**src/design/mic_pkg.sv**
```systemverilog
// Purpose: Shared constants and types for the interrupt and wait control block
// Assumes: Core clock stands in for the oscillator; one source index per vector
// Notes:   Vector addresses are the low address of each two-byte vector pair
package mic_pkg;

	// Vector addresses
	localparam logic [15:0] VEC_RESET = 16'hfffe;
	localparam logic [15:0] VEC_TRAP  = 16'hfffc;
	localparam logic [15:0] VEC_GRP_A = 16'hfffa;
	localparam logic [15:0] VEC_GRP_B = 16'hfff8;
	localparam logic [15:0] VEC_SPI   = 16'hfff4;
	localparam logic [15:0] VEC_TIM_A = 16'hfff2;
	localparam logic [15:0] VEC_TIM_B = 16'hffee;

	// Source indices, lower index wins
	localparam logic [2:0] SRC_RESET = 3'h0;
	localparam logic [2:0] SRC_TRAP  = 3'h1;
	localparam logic [2:0] SRC_GRP_A = 3'h2;
	localparam logic [2:0] SRC_GRP_B = 3'h3;
	localparam logic [2:0] SRC_SPI   = 3'h4;
	localparam logic [2:0] SRC_TIM_A = 3'h5;
	localparam logic [2:0] SRC_TIM_B = 3'h6;

	// Peripheral request slots
	localparam int          NUM_PERIPH = 3;
	localparam int          PER_SPI    = 0;
	localparam int          PER_TIM_A  = 1;
	localparam int          PER_TIM_B  = 2;

	// External group sensitivity codes
	localparam logic [1:0] POL_FALL_LOW = 2'h0;
	localparam logic [1:0] POL_FALL     = 2'h2;
	localparam logic [1:0] POL_RISE     = 2'h1;
	localparam logic [1:0] POL_BOTH     = 2'h3;

	// Stack context
	localparam logic [2:0] CTX_BYTES   = 3'h5;
	localparam int         CC_MASK_BIT = 3;
	localparam logic [7:0] CC_RESET    = 8'h08;
	localparam logic [15:0] SP_RESET   = 16'h017f;

	// Clock divider ratios
	localparam logic [5:0] DIV_NORMAL = 6'h02;
	localparam logic [5:0] DIV_SLOW   = 6'h20;

	typedef enum logic [2:0] {
		ST_RESET_VEC,
		ST_RUN,
		ST_PUSH,
		ST_VECTOR,
		ST_POP,
		ST_WAIT,
		ST_HALT
	} mic_state_t;

endpackage

```
**src/design/mic_clk_div.sv**
```systemverilog
// Purpose: CPU clock divider, divide by 2 or by 32
// Assumes: core_clk_i is the oscillator reference
// Notes:   Ratio change is taken at the end of the current period, no glitch
`timescale 1ns/100ps
module mic_clk_div
	import mic_pkg::*;
(
	// Clock and reset
	input  wire logic core_clk_i,
	input  wire logic reset_n_i,
	// Control
	input  wire logic slow_i,
	// Divided clock
	output logic      cpu_clk_o,
	output logic      cpu_tick_o
);

	logic [5:0] cnt_ff;
	logic [5:0] div_ff;
	logic       clk_ff;
	wire        wrap;

	assign wrap       = (cnt_ff == div_ff - 6'h01);
	assign cpu_clk_o  = clk_ff;
	assign cpu_tick_o = wrap;

	always_ff @(posedge core_clk_i or negedge reset_n_i)
	begin
		if (!reset_n_i)
		begin
			cnt_ff <= 6'h00;
			div_ff <= DIV_NORMAL;
			clk_ff <= 1'b0;
		end
		else
		begin
			cnt_ff <= wrap ? 6'h00 : cnt_ff + 6'h01;
			div_ff <= wrap ? (slow_i ? DIV_SLOW : DIV_NORMAL) : div_ff;
			clk_ff <= (cnt_ff < (div_ff >> 1));
		end
	end

endmodule

```
**src/design/mic_ext_grp.sv**
```systemverilog
// Purpose: One external interrupt group: pin AND, sensitivity, request latch
// Assumes: Pins are asynchronous; polarity and enables come from core logic
// Notes:   Level request follows the combined input and is never latched
`timescale 1ns/100ps
module mic_ext_grp
	import mic_pkg::*;
#(
	parameter int W = 8
)
(
	// Clock and reset
	input  wire logic         core_clk_i,
	input  wire logic         reset_n_i,
	// Pins and configuration
	input  wire logic [W-1:0] pins_i,
	input  wire logic [W-1:0] irq_en_i,
	input  wire logic [1:0]   polarity_i,
	// Service
	input  wire logic         ack_i,
	output logic              req_o
);

	logic [W-1:0] sync1_ff;
	logic [W-1:0] sync2_ff;
	logic         comb_ff;
	logic [1:0]   pol_ff;
	logic         latch_ff;
	logic         nxt_latch;
	wire          combined;
	wire          fall;
	wire          rise;
	wire          edge_hit;
	wire          pol_chg;

	// Disabled pins read as high so they never block the group
	assign combined = &(sync2_ff | ~irq_en_i);
	assign fall     = comb_ff & ~combined;
	assign rise     = ~comb_ff & combined;
	assign edge_hit = (polarity_i == POL_RISE) ? rise :
	                  (polarity_i == POL_BOTH) ? (rise | fall) : fall;
	assign pol_chg  = (polarity_i != pol_ff);
	// Edge latch cleared by service entry or by a polarity change
	assign nxt_latch = pol_chg ? 1'b0 : (edge_hit | (latch_ff & ~ack_i));
	// Low level keeps the request up and re-arms it after return
	assign req_o = latch_ff | ((pol_ff == POL_FALL_LOW) & ~comb_ff);

	always_ff @(posedge core_clk_i or negedge reset_n_i)
	begin
		if (!reset_n_i)
		begin
			sync1_ff <= '1;
			sync2_ff <= '1;
			comb_ff  <= 1'b1;
			pol_ff   <= POL_FALL_LOW;
			latch_ff <= 1'b0;
		end
		else
		begin
			sync1_ff <= pins_i;
			sync2_ff <= sync1_ff;
			comb_ff  <= combined;
			pol_ff   <= polarity_i;
			latch_ff <= nxt_latch;
		end
	end

endmodule

```
**src/design/mic_irq_ctrl.sv**
```systemverilog
// Purpose: Interrupt sequencing, stacking, vectoring, wait/halt and slow clock
// Assumes: Stack read data is valid in the cycle the read strobe is high
// Notes:   Core stalls while core_stall_o is high; one instruction per instr_end_i
//
// Behaviour
// - Maskable requests serviced only with mask flag clear, otherwise held.
// - Requests accepted only at the end of the current instruction.
// - Entry pushes program counter, index, accumulator and condition codes.
// - Five bytes stacked, low PC byte first, pointer decremented per push.
// - Mask flag set after stacking on entry.
// - Vectors: reset FFFE, trap FFFC, group A FFFA.
// - Group B joins port B and port C pins 0-5, vector FFF8.
// - Fixed priority: reset, trap, A, B, serial, timer A, timer B.
// - Return pops context, restores mask flag from the stacked condition codes, resumes program.
// - Trap entered regardless of mask flag.
// - Any source wakes the core from Wait.
// - Only reset and external groups wake from Halt.
// - Group sensitivity taken from polarity bits.
// - Polarity 00 fall+low, 10 fall, 01 rise, 11 both edges.
// - Changing a group's polarity discards its pending request.
// - Edge request latched, cleared on entering its service routine.
// - Enabled pins of a group ANDed before detection.
// - One enabled pin held low blocks the group's request.
// - Peripheral flag interrupts only with enable set and mask clear.
// - Clear sequence resets the latch, losing a not-yet-enabled request.
// - Wait and Halt by instruction, Slow by select bit.
// - Wait stops core, peripherals run, mask flag cleared.
// - Wait lasts until reset or interrupt, then branches to its routine.
// - Slow mode clocks core and peripherals from the reduced clock.
// - CPU clock is oscillator over 2, or over 32 when slow.
`timescale 1ns/100ps
module mic_irq_ctrl
	import mic_pkg::*;
(
	// Clock and reset
	input  wire logic        core_clk_i,
	input  wire logic        reset_n_i,
	// Core instruction events
	input  wire logic        instr_end_i,
	input  wire logic        trap_exec_i,
	input  wire logic        interrupt_return_instruction_exec_i,
	input  wire logic        wfi_exec_i,
	input  wire logic        halt_exec_i,
	input  wire logic        set_mask_i,
	input  wire logic        clr_mask_i,
	// Core context
	input  wire logic [15:0] program_counter_i,
	input  wire logic [7:0]  index_reg_i,
	input  wire logic [7:0]  accum_i,
	input  wire logic [7:0]  condition_code_register_i,
	input  wire logic [15:0] stack_ptr_i,
	// Stack memory
	input  wire logic [7:0]  stack_rdata_i,
	output logic             stack_wr_o,
	output logic             stack_rd_o,
	output logic [15:0]      stack_addr_o,
	output logic [7:0]       stack_wdata_o,
	// Core control
	output logic             core_stall_o,
	output logic             sp_load_o,
	output logic [15:0]      sp_value_o,
	output logic             vector_load_o,
	output logic [15:0]      vector_addr_o,
	output logic             restore_valid_o,
	output logic [15:0]      restored_pc_o,
	output logic [7:0]       restored_x_o,
	output logic [7:0]       restored_a_o,
	output logic [7:0]       restored_cc_o,
	output logic             mask_flag_o,
	// Power modes
	output logic             core_stop_o,
	output logic             osc_stop_o,
	input  wire logic        slow_clock_select_i,
	output logic             cpu_clk_o,
	output logic             cpu_tick_o,
	// External interrupt pins
	input  wire logic [7:0]  port_a_pins_i,
	input  wire logic [7:0]  port_a_irq_en_i,
	input  wire logic [7:0]  port_b_pins_i,
	input  wire logic [7:0]  port_b_irq_en_i,
	input  wire logic [5:0]  port_c_low_pins_i,
	input  wire logic [5:0]  port_c_irq_en_i,
	input  wire logic [1:0]  group_a_polarity_bits_i,
	input  wire logic [1:0]  group_b_polarity_bits_i,
	// Peripheral requests
	input  wire logic [2:0]  periph_flag_set_i,
	input  wire logic [2:0]  periph_clr_i,
	input  wire logic [2:0]  periph_en_i,
	output logic [2:0]       periph_pending_o
);

	////////////////////////////////////////////////////////////////////////
	// Declarations

	mic_state_t  state_ff;
	mic_state_t  nxt_state;
	logic        mask_ff;
	logic        trap_ff;
	logic [2:0]  pend_ff;
	logic [2:0]  src_ff;
	logic [2:0]  cnt_ff;
	logic [15:0] sp_ff;
	logic [7:0]  ctx_ff [5];
	logic [7:0]  pop_ff [4];
	logic        ret_ff;
	logic [7:0]  pcl_ff;
	wire         grp_a_req;
	wire         grp_b_req;
	wire         ack_a;
	wire         ack_b;
	wire  [2:0]  per_req;
	wire  [6:0]  mask_req;
	wire  [6:0]  all_req;
	wire  [2:0]  win_src;
	wire         accept;
	wire         wake_wait;
	wire         wake_halt;
	wire  [7:0]  cc_push;

	function automatic logic [2:0] pick(input logic [6:0] req);
		logic [2:0] idx;
		idx = SRC_TIM_B;
		for (int i = 6; i >= 0; i--)
		begin
			if (req[i])
			begin
				idx = 3'(i);
			end
		end
		return idx;
	endfunction

	function automatic logic [15:0] vec_of(input logic [2:0] src);
		logic [15:0] v;
		case (src)
			SRC_RESET: v = VEC_RESET;
			SRC_TRAP:  v = VEC_TRAP;
			SRC_GRP_A: v = VEC_GRP_A;
			SRC_GRP_B: v = VEC_GRP_B;
			SRC_SPI:   v = VEC_SPI;
			SRC_TIM_A: v = VEC_TIM_A;
			default:   v = VEC_TIM_B;
		endcase
		return v;
	endfunction

	////////////////////////////////////////////////////////////////////////
	// Sources

	mic_ext_grp #(.W(8)) u_grp_a (
		.core_clk_i (core_clk_i),
		.reset_n_i  (reset_n_i),
		.pins_i     (port_a_pins_i),
		.irq_en_i   (port_a_irq_en_i),
		.polarity_i (group_a_polarity_bits_i),
		.ack_i      (ack_a),
		.req_o      (grp_a_req)
	);

	// Port B and port C low pins share one detector
	mic_ext_grp #(.W(14)) u_grp_b (
		.core_clk_i (core_clk_i),
		.reset_n_i  (reset_n_i),
		.pins_i     ({port_c_low_pins_i, port_b_pins_i}),
		.irq_en_i   ({port_c_irq_en_i, port_b_irq_en_i}),
		.polarity_i (group_b_polarity_bits_i),
		.ack_i      (ack_b),
		.req_o      (grp_b_req)
	);

	mic_clk_div u_div (
		.core_clk_i (core_clk_i),
		.reset_n_i  (reset_n_i),
		.slow_i     (slow_clock_select_i),
		.cpu_clk_o  (cpu_clk_o),
		.cpu_tick_o (cpu_tick_o)
	);

	assign per_req  = pend_ff & periph_en_i;
	assign all_req  = {per_req[PER_TIM_B], per_req[PER_TIM_A], per_req[PER_SPI],
	                   grp_b_req, grp_a_req, trap_ff, 1'b0};
	// Trap bypasses the mask flag, the rest wait for it to clear
	assign mask_req = {all_req[6:2] & {5{~mask_ff}}, trap_ff, 1'b0};
	assign win_src  = pick(mask_req);
	assign accept   = (state_ff == ST_RUN) & instr_end_i & (|mask_req);
	assign wake_wait = |all_req[6:2];
	assign wake_halt = grp_a_req | grp_b_req;
	assign ack_a    = (state_ff == ST_VECTOR) & (src_ff == SRC_GRP_A);
	assign ack_b    = (state_ff == ST_VECTOR) & (src_ff == SRC_GRP_B);
	assign cc_push  = {condition_code_register_i[7:CC_MASK_BIT+1], mask_ff,
	                   condition_code_register_i[CC_MASK_BIT-1:0]};

	////////////////////////////////////////////////////////////////////////
	// Sequencer

	always_comb
	begin
		nxt_state = state_ff;
		case (state_ff)
			ST_RESET_VEC: nxt_state = ST_RUN;
			ST_RUN:
			begin
				if (accept)
					nxt_state = ST_PUSH;
				else if (interrupt_return_instruction_exec_i)
					nxt_state = ST_POP;
				else if (wfi_exec_i)
					nxt_state = ST_WAIT;
				else if (halt_exec_i)
					nxt_state = ST_HALT;
			end
			ST_PUSH:   nxt_state = (cnt_ff == CTX_BYTES - 3'h1) ? ST_VECTOR : ST_PUSH;
			ST_VECTOR: nxt_state = ST_RUN;
			ST_POP:    nxt_state = (cnt_ff == CTX_BYTES - 3'h1) ? ST_RUN : ST_POP;
			ST_WAIT:   nxt_state = wake_wait ? ST_PUSH : ST_WAIT;
			ST_HALT:   nxt_state = wake_halt ? ST_PUSH : ST_HALT;
			default:   nxt_state = ST_RUN;
		endcase
	end

	always_ff @(posedge core_clk_i or negedge reset_n_i)
	begin
		if (!reset_n_i)
		begin
			state_ff <= ST_RESET_VEC;
			cnt_ff   <= 3'h0;
		end
		else
		begin
			state_ff <= nxt_state;
			cnt_ff   <= (nxt_state == state_ff) && (state_ff inside {ST_PUSH, ST_POP}) ? cnt_ff + 3'h1 : 3'h0;
		end
	end

	// Source and context are frozen at acceptance so late changes cannot leak in
	always_ff @(posedge core_clk_i or negedge reset_n_i)
	begin
		if (!reset_n_i)
		begin
			src_ff <= SRC_RESET;
			sp_ff  <= SP_RESET;
			for (int i = 0; i < 5; i++)
				ctx_ff[i] <= 8'h00;
		end
		else if (accept || (state_ff == ST_WAIT && wake_wait) || (state_ff == ST_HALT && wake_halt))
		begin
			src_ff    <= pick(all_req);
			sp_ff     <= stack_ptr_i;
			ctx_ff[0] <= program_counter_i[7:0];
			ctx_ff[1] <= program_counter_i[15:8];
			ctx_ff[2] <= index_reg_i;
			ctx_ff[3] <= accum_i;
			ctx_ff[4] <= cc_push;
		end
		else if (state_ff == ST_RUN && interrupt_return_instruction_exec_i)
			sp_ff <= stack_ptr_i + 16'h0001;
		else if (state_ff inside {ST_PUSH, ST_POP})
			sp_ff <= (state_ff == ST_PUSH) ? sp_ff - 16'h0001 : sp_ff + 16'h0001;
	end

	// Pop order is condition codes, accumulator, index, PC high, PC low
	always_ff @(posedge core_clk_i or negedge reset_n_i)
	begin
		if (!reset_n_i)
		begin
			for (int i = 0; i < 4; i++)
				pop_ff[i] <= 8'h00;
			ret_ff <= 1'b0;
		end
		else
		begin
			if (stack_rd_o && cnt_ff != CTX_BYTES - 3'h1)
				pop_ff[cnt_ff[1:0]] <= stack_rdata_i;
			ret_ff <= (state_ff == ST_POP) && (cnt_ff == CTX_BYTES - 3'h1);
		end
	end

	////////////////////////////////////////////////////////////////////////
	// Mask flag, trap and peripheral latches

	always_ff @(posedge core_clk_i or negedge reset_n_i)
	begin
		if (!reset_n_i)
		begin
			mask_ff <= 1'b1;
			trap_ff <= 1'b0;
			pend_ff <= 3'h0;
		end
		else
		begin
			if (state_ff == ST_VECTOR || state_ff == ST_RESET_VEC)
				mask_ff <= 1'b1;
			else if (state_ff == ST_POP && cnt_ff == CTX_BYTES - 3'h1)
				mask_ff <= pop_ff[0][CC_MASK_BIT];
			else if (state_ff == ST_RUN && (wfi_exec_i || halt_exec_i) && !accept)
				mask_ff <= 1'b0;
			else if (clr_mask_i)
				mask_ff <= 1'b0;
			else if (set_mask_i)
				mask_ff <= 1'b1;
			trap_ff <= trap_exec_i | (trap_ff & ~(state_ff == ST_VECTOR && src_ff == SRC_TRAP));
			// New flag wins over a clear in the same cycle
			pend_ff <= periph_flag_set_i | (pend_ff & ~periph_clr_i);
		end
	end

	////////////////////////////////////////////////////////////////////////
	// Outputs

	assign core_stall_o    = (state_ff != ST_RUN);
	assign core_stop_o     = (state_ff == ST_WAIT) | (state_ff == ST_HALT);
	assign osc_stop_o      = (state_ff == ST_HALT);
	assign stack_wr_o      = (state_ff == ST_PUSH);
	assign stack_rd_o      = (state_ff == ST_POP);
	assign stack_addr_o    = sp_ff;
	assign stack_wdata_o   = ctx_ff[cnt_ff];
	assign sp_load_o       = (state_ff == ST_VECTOR) | ret_ff;
	assign sp_value_o      = (state_ff == ST_VECTOR) ? sp_ff : sp_ff - 16'h0001;
	assign vector_load_o   = (state_ff == ST_VECTOR) | (state_ff == ST_RESET_VEC);
	assign vector_addr_o   = (state_ff == ST_RESET_VEC) ? VEC_RESET : vec_of(src_ff);
	assign restore_valid_o = ret_ff;
	assign restored_cc_o   = pop_ff[0];
	assign restored_a_o    = pop_ff[1];
	assign restored_x_o    = pop_ff[2];
	assign restored_pc_o   = {pop_ff[3], pcl_ff};
	assign mask_flag_o     = mask_ff;
	assign periph_pending_o = pend_ff;

	// Last popped byte is the low PC byte
	always_ff @(posedge core_clk_i or negedge reset_n_i)
	begin
		if (!reset_n_i)
			pcl_ff <= 8'h00;
		else if (stack_rd_o && cnt_ff == CTX_BYTES - 3'h1)
			pcl_ff <= stack_rdata_i;
	end

	////////////////////////////////////////////////////////////////////////
	// Checks

	property p_mask_gate;
		@(posedge core_clk_i) disable iff (!reset_n_i)
		accept && win_src != SRC_TRAP |-> !mask_ff;
	endproperty
	a_mask_gate: assert property (p_mask_gate) else $error("maskable accepted while masked");

	property p_boundary;
		@(posedge core_clk_i) disable iff (!reset_n_i)
		$rose(state_ff == ST_PUSH) && $past(state_ff) == ST_RUN |-> $past(instr_end_i);
	endproperty
	a_boundary: assert property (p_boundary) else $error("entry not on instruction end");

	property p_push5;
		@(posedge core_clk_i) disable iff (!reset_n_i)
		$rose(stack_wr_o) |-> stack_wr_o[*5] ##1 vector_load_o;
	endproperty
	a_push5: assert property (p_push5) else $error("context push not five bytes");

	property p_mask_set;
		@(posedge core_clk_i) disable iff (!reset_n_i)
		(state_ff == ST_VECTOR) |=> mask_ff;
	endproperty
	a_mask_set: assert property (p_mask_set) else $error("mask flag not set on entry");

	property p_vec_a;
		@(posedge core_clk_i) disable iff (!reset_n_i)
		(state_ff == ST_VECTOR) && src_ff == SRC_GRP_A |-> vector_addr_o == VEC_GRP_A ##1 !u_grp_a.latch_ff;
	endproperty
	a_vec_a: assert property (p_vec_a) else $error("group A vector or latch clear wrong");

	property p_trap;
		@(posedge core_clk_i) disable iff (!reset_n_i)
		(state_ff == ST_RUN) && trap_ff && instr_end_i |=> state_ff == ST_PUSH ##5 vector_addr_o == VEC_TRAP;
	endproperty
	a_trap: assert property (p_trap) else $error("trap not entered under mask");

	property p_wait;
		@(posedge core_clk_i) disable iff (!reset_n_i)
		(state_ff == ST_RUN) && wfi_exec_i && !accept && !interrupt_return_instruction_exec_i |=> state_ff == ST_WAIT && !mask_ff;
	endproperty
	a_wait: assert property (p_wait) else $error("wait entry wrong");

	property p_halt;
		@(posedge core_clk_i) disable iff (!reset_n_i)
		(state_ff == ST_HALT) && !grp_a_req && !grp_b_req |=> state_ff == ST_HALT;
	endproperty
	a_halt: assert property (p_halt) else $error("halt left without external request");

	property p_wake;
		@(posedge core_clk_i) disable iff (!reset_n_i)
		(state_ff == ST_WAIT) && per_req != 3'h0 |=> state_ff == ST_PUSH;
	endproperty
	a_wake: assert property (p_wake) else $error("peripheral did not wake wait");

endmodule

```
**config.mk**
```make
export PLATFORM = sky130hd
export DESIGN_NAME = mic_irq_ctrl
export DESIGN_NICKNAME = d
export VERILOG_FILES = /design/src/design/mic_pkg.sv /design/src/design/mic_clk_div.sv /design/src/design/mic_ext_grp.sv /design/src/design/mic_irq_ctrl.sv
export SDC_FILE = /design/constraint.sdc
export NUM_CORES = 1
export LEC_CHECK = 0
export BUFFER_PORTS_ARGS = -buffer_cell sky130_fd_sc_hd__buf_2
export CELL_PAD_IN_SITES_DETAIL_PLACEMENT = 1
export CELL_PAD_IN_SITES_GLOBAL_PLACEMENT = 1
export CORE_ASPECT_RATIO = 0.6
export CORE_MARGIN = 1
export CORE_UTILIZATION = 35
export CTS_BUF_LIST = sky130_fd_sc_hd__clkbuf_8 sky130_fd_sc_hd__clkbuf_16
export CTS_CLUSTER_DIAMETER = 30
export DETAILED_ROUTE_END_ITERATION = 7
export HOLD_SLACK_MARGIN = 0.08
export PLACE_DENSITY_LB_ADDON = 0.1
export SLEW_MARGIN = 20
export SYNTH_ARGS = -nofsm -noshare
export SYNTH_HDL_FRONTEND = slang
export SYNTH_SLANG_ARGS = --single-unit
```
**constraint.sdc**
```tcl
create_clock -name core_clk_i -period 3.25 [get_ports core_clk_i]
set_input_delay 0.325 -clock core_clk_i [delete_from_list [all_inputs] [get_ports core_clk_i]]
set_output_delay 0.325 -clock core_clk_i [all_outputs]
set_load 0.02 [all_outputs]
```
==> reports/results.tsv <==
stage	metric	value	unit
run_status	status	complete, no violations	
sta	setup_viol	0	
synth	synthCells	842	
final_layout	utilization	47.34	%
detailed_routing	drtIter0Drc	334	
setup_path	crit_buf_inv	1	
floorplan	ios	241	
setup_path	r2r_slack	0.59	ns
clock_tree	clkLatencyLatePin	0.43	ns
synth	syn_area_per_cell	9.906	um^2
floorplan	initial_core_util	35.89	%
placed_design	dp_hpwl	18210	um
detailed_routing	routed_wl	25710	um
sta	final_hold_viol_count	0	
floorplan	rows	43	
setup_path	cp-start-kind	flop	
placed_design	portBuffers	227	
detailed_routing	drcViolationCount	0	
sta	tns	0	ns
setup_path	cp.depth	6	
setup_path	cp_data_arrival_time	2.79	ns
run	max_cap_viol_count	0	
sta	clock.fmax	320.9	MHz
detailed_routing	post_drt_via_cell_ratio	4.880	
clock_tree	cts.clk_slew.worst_paths	0.07	ns
synth	synth_edf_count	0	
min_path	hold_path_class	input port to flop	
clock_tree	cts_inserted_buffers	17	
floorplan	core_area	23240	um^2
global_routing	grt_antenna_before_repair	1	
sta	hold_ws	0.1041	ns
detailed_routing	antenna_left	0	
global_routing	grt_max_degree	73	
pwr	p_leak	5.252	nW
sta	slew_viol_final	0	
placed_design	place_area	9844	um^2
synth	synth.distinct_cells	63	
detailed_routing	num_vias	7091	
detailed_routing	drt_pre_antenna_iters	5	
synth	yosys_warnings	0	
sta	worst_pin_slew	0.6721	ns
setup_path	critPathLaunch	stack_addr_o[4]$_DFFE_PN1P_	
setup_path	r2r-start	periph_pending_o[0]$_DFF_PN0_	
setup_path	crit_chain	or4_4 -> or3_4 -> or4_4 -> nor2_1 -> xor2_1 -> buf_2	
pwr	cellPowerDensity	873.8	nW/um^2
setup_path	slowest_stage	or4_4	
clock_tree	clock_path_buffers	2	
clock_tree	h-tree-depth	4	
setup_path	crit_end	sp_value_o[14]	
floorplan	die_h	121.6	um
setup_path	crit_family	simple AND/OR/NAND/NOR gates	
final_layout	mostFrequentLayoutCell	buf_2	
clock_tree	clkSinkCount	172	
global_routing	track_usage	21.84	%
clock_tree	cts_tree	done	
synth	syn_area	8340	um^2
sta	skew	0.009856	ns
setup_path	crit_type	flop to output pin	
final_layout	stdcell_area	11000	um^2
sta	period_share	95.89	%
setup_path	slowest_delay	0.57	ns
final_layout	seq_area	4374	um^2
setup_path	r2r_end	ctx_ff[14]$_DFFE_PN0P_	
setup_path	worstPathMaxFanout	9	
pwr	ir_drop	0.0004424	V
global_routing	overflow	0	
placed_design	gp_congestion	0.8397	
setup_path	critPathCaptureType	output pin	
final_layout	nNetsFinal	1267	
synth	yosysSeqAreaShare	52.45	%
final_layout	drive_gt1_share	34.68	%
final_layout	nFillCells	2708	
setup_path	cp_common_cell	or4_4	
global_routing	grt_pass1_wl	41320	um
detailed_routing	wl_per_cell	17.69	um
final_layout	final_cell_mix	buf_2 (225), nand2_1 (174), dfrtp_1 (116)	
setup_path	cp.required	2.92	ns
sta	rsz0062_at_grt	false	
synth	async_reset_ff_share	100.0	%
sta	period_needed	3.116	ns
clock_tree	clockRootBuffer	clkbuf_16	
floorplan	die-area	24470	um^2
pwr	finalPower	9.615	mW
final_layout	syn_to_final_growth	31.92	%
synth	ys.flop_type	dfrtp_1	
synth	synth_seq_cells	172	
sta	slew_headroom	55.19	%
floorplan	die_w	201.3	um
global_routing	grt_pass1_vias	7475	
setup_path	r2r_cells	7	
final_layout	multi_input_area	3560	um^2
## synthesized netlist by cell type, types with 13 or more instances
master,n,share of area [%]
inv_1,56,2.5
dfstp_2,56,18
a21oi_1,34,2.0
clkbuf_1,23,1.0
nand2_1,174,7.8
xnor2_1,18,1.9
nor3_1,21,1.3
nand3_1,15,0.90
mux2_2,40,5.4
o21ai_0,41,2.5
nor2_1,40,1.8
dfrtp_1,116,35
ha_1,13,2.0
xor2_1,19,2.0
## tightest hold or removal path, cell delays in order
cell and delay [ns]:
buf_2 0.08, nand2_1 0.04, nand2_1 0.06
## state kept, by name, summed over array words and instances (netlist names), 2 cells and up
signal / cells
u_grp_b.sync2_ff: 14
u_grp_b.sync1_ff: 14
u_div.div_ff: 2
restored_cc_o: 8
u_grp_a.sync2_ff: 8
u_div.cnt_ff: 6
cnt_ff: 3
restored_pc_o: 8
ctx_ff: 40
src_ff: 3
stack_addr_o: 16
restored_x_o: 8
u_grp_a.sync1_ff: 8
restored_a_o: 8
state_ff: 3
pcl_ff: 8
u_grp_b.pol_ff: 2
periph_pending_o: 3
u_grp_a.pol_ff: 2
## power breakdown
part | internal [mW] | total [mW] | switching, mW
registers | 2.86 | 3.48 | 0.618
logic | 1.60 | 4.13 | 2.53
clock network | 1.10 | 2.00 | 0.902
total | 5.57 | 9.61 | 4.05
## stage by stage
step           setup slack (ns)  instances
2_1_floorplan            0.4242        852
3_3_place_gp             0.4858       1361
3_5_place_dp             0.4606       1361
4_1_cts                 0.07877       1449
5_1_grt                 0.01207       1452
6_report                 0.1335       1453
## final cells by class
cell class	count	area share, %
clock buffers	19	4.116
flip-flops and latches	172	39.75
multi-input cells	572	32.35
clock inverters	13	1.080
diodes	2	0.04549
repair buffers	304	17.16
well taps	315	3.582
inverters	56	1.910
## layer usage
layer  routed length, um  track usage, %  vias up
li1                    -               -     3413
met1               12600           30.86     3490
met2               11400           33.65      170
met3                1471           5.511       18
met4                 233           5.303        0
met5                   0               0        -
## how the worst min path moves through the flow
| stage | from | end | slack [ns] | cells past startpoint |
|---|---|---|---|---|
| floorplan | reset_n_i | cnt_ff[0]$_DFF_PN0_ | 0.03 | 0 |
| global placement | u_grp_a.sync1_ff[7]$_DFF_PN1_ | u_grp_a.sync2_ff[7]$_DFF_PN1_ | 0.35 | 0 |
| detailed placement | u_grp_b.sync1_ff[9]$_DFF_PN1_ | u_grp_b.sync2_ff[9]$_DFF_PN1_ | 0.35 | 0 |
| CTS | program_counter_i[14] | ctx_ff[30]$_DFFE_PN0P_ | 0.08 | 3 |
| global route | program_counter_i[14] | ctx_ff[30]$_DFFE_PN0P_ | 0.11 | 3 |
| finish | index_reg_i[2] | ctx_ff[18]$_DFFE_PN0P_ | 0.10 | 3 |
## logic make-up (layout without fill, tap and decap cells)
logic type                 Yosys count  after routing  synth area share (%)
and+or+nand+nor                    313            313                 16.95
buffers and inverters              108            392                 5.671
other                                2             14               0.09004
xor gates and xnor gates            37             37                 3.885
adders and majority gates           13             13                 1.950
AOI/OAI and AO/OA                  144            144                 10.85
muxes                               53             53                 8.161
DFF                                172            172                 52.45
## what timing repair did
item | in CTS | in global routing
hold endpoints to repair | 94 | 0
endpoints found under the setup margin | 2 | 1
pin swaps | 0 | 1
gates resized for setup | 1 | 1
hold buffers | 56 | 0
setup buffers | 0 | 2
(Power assumes the default switching activity.)
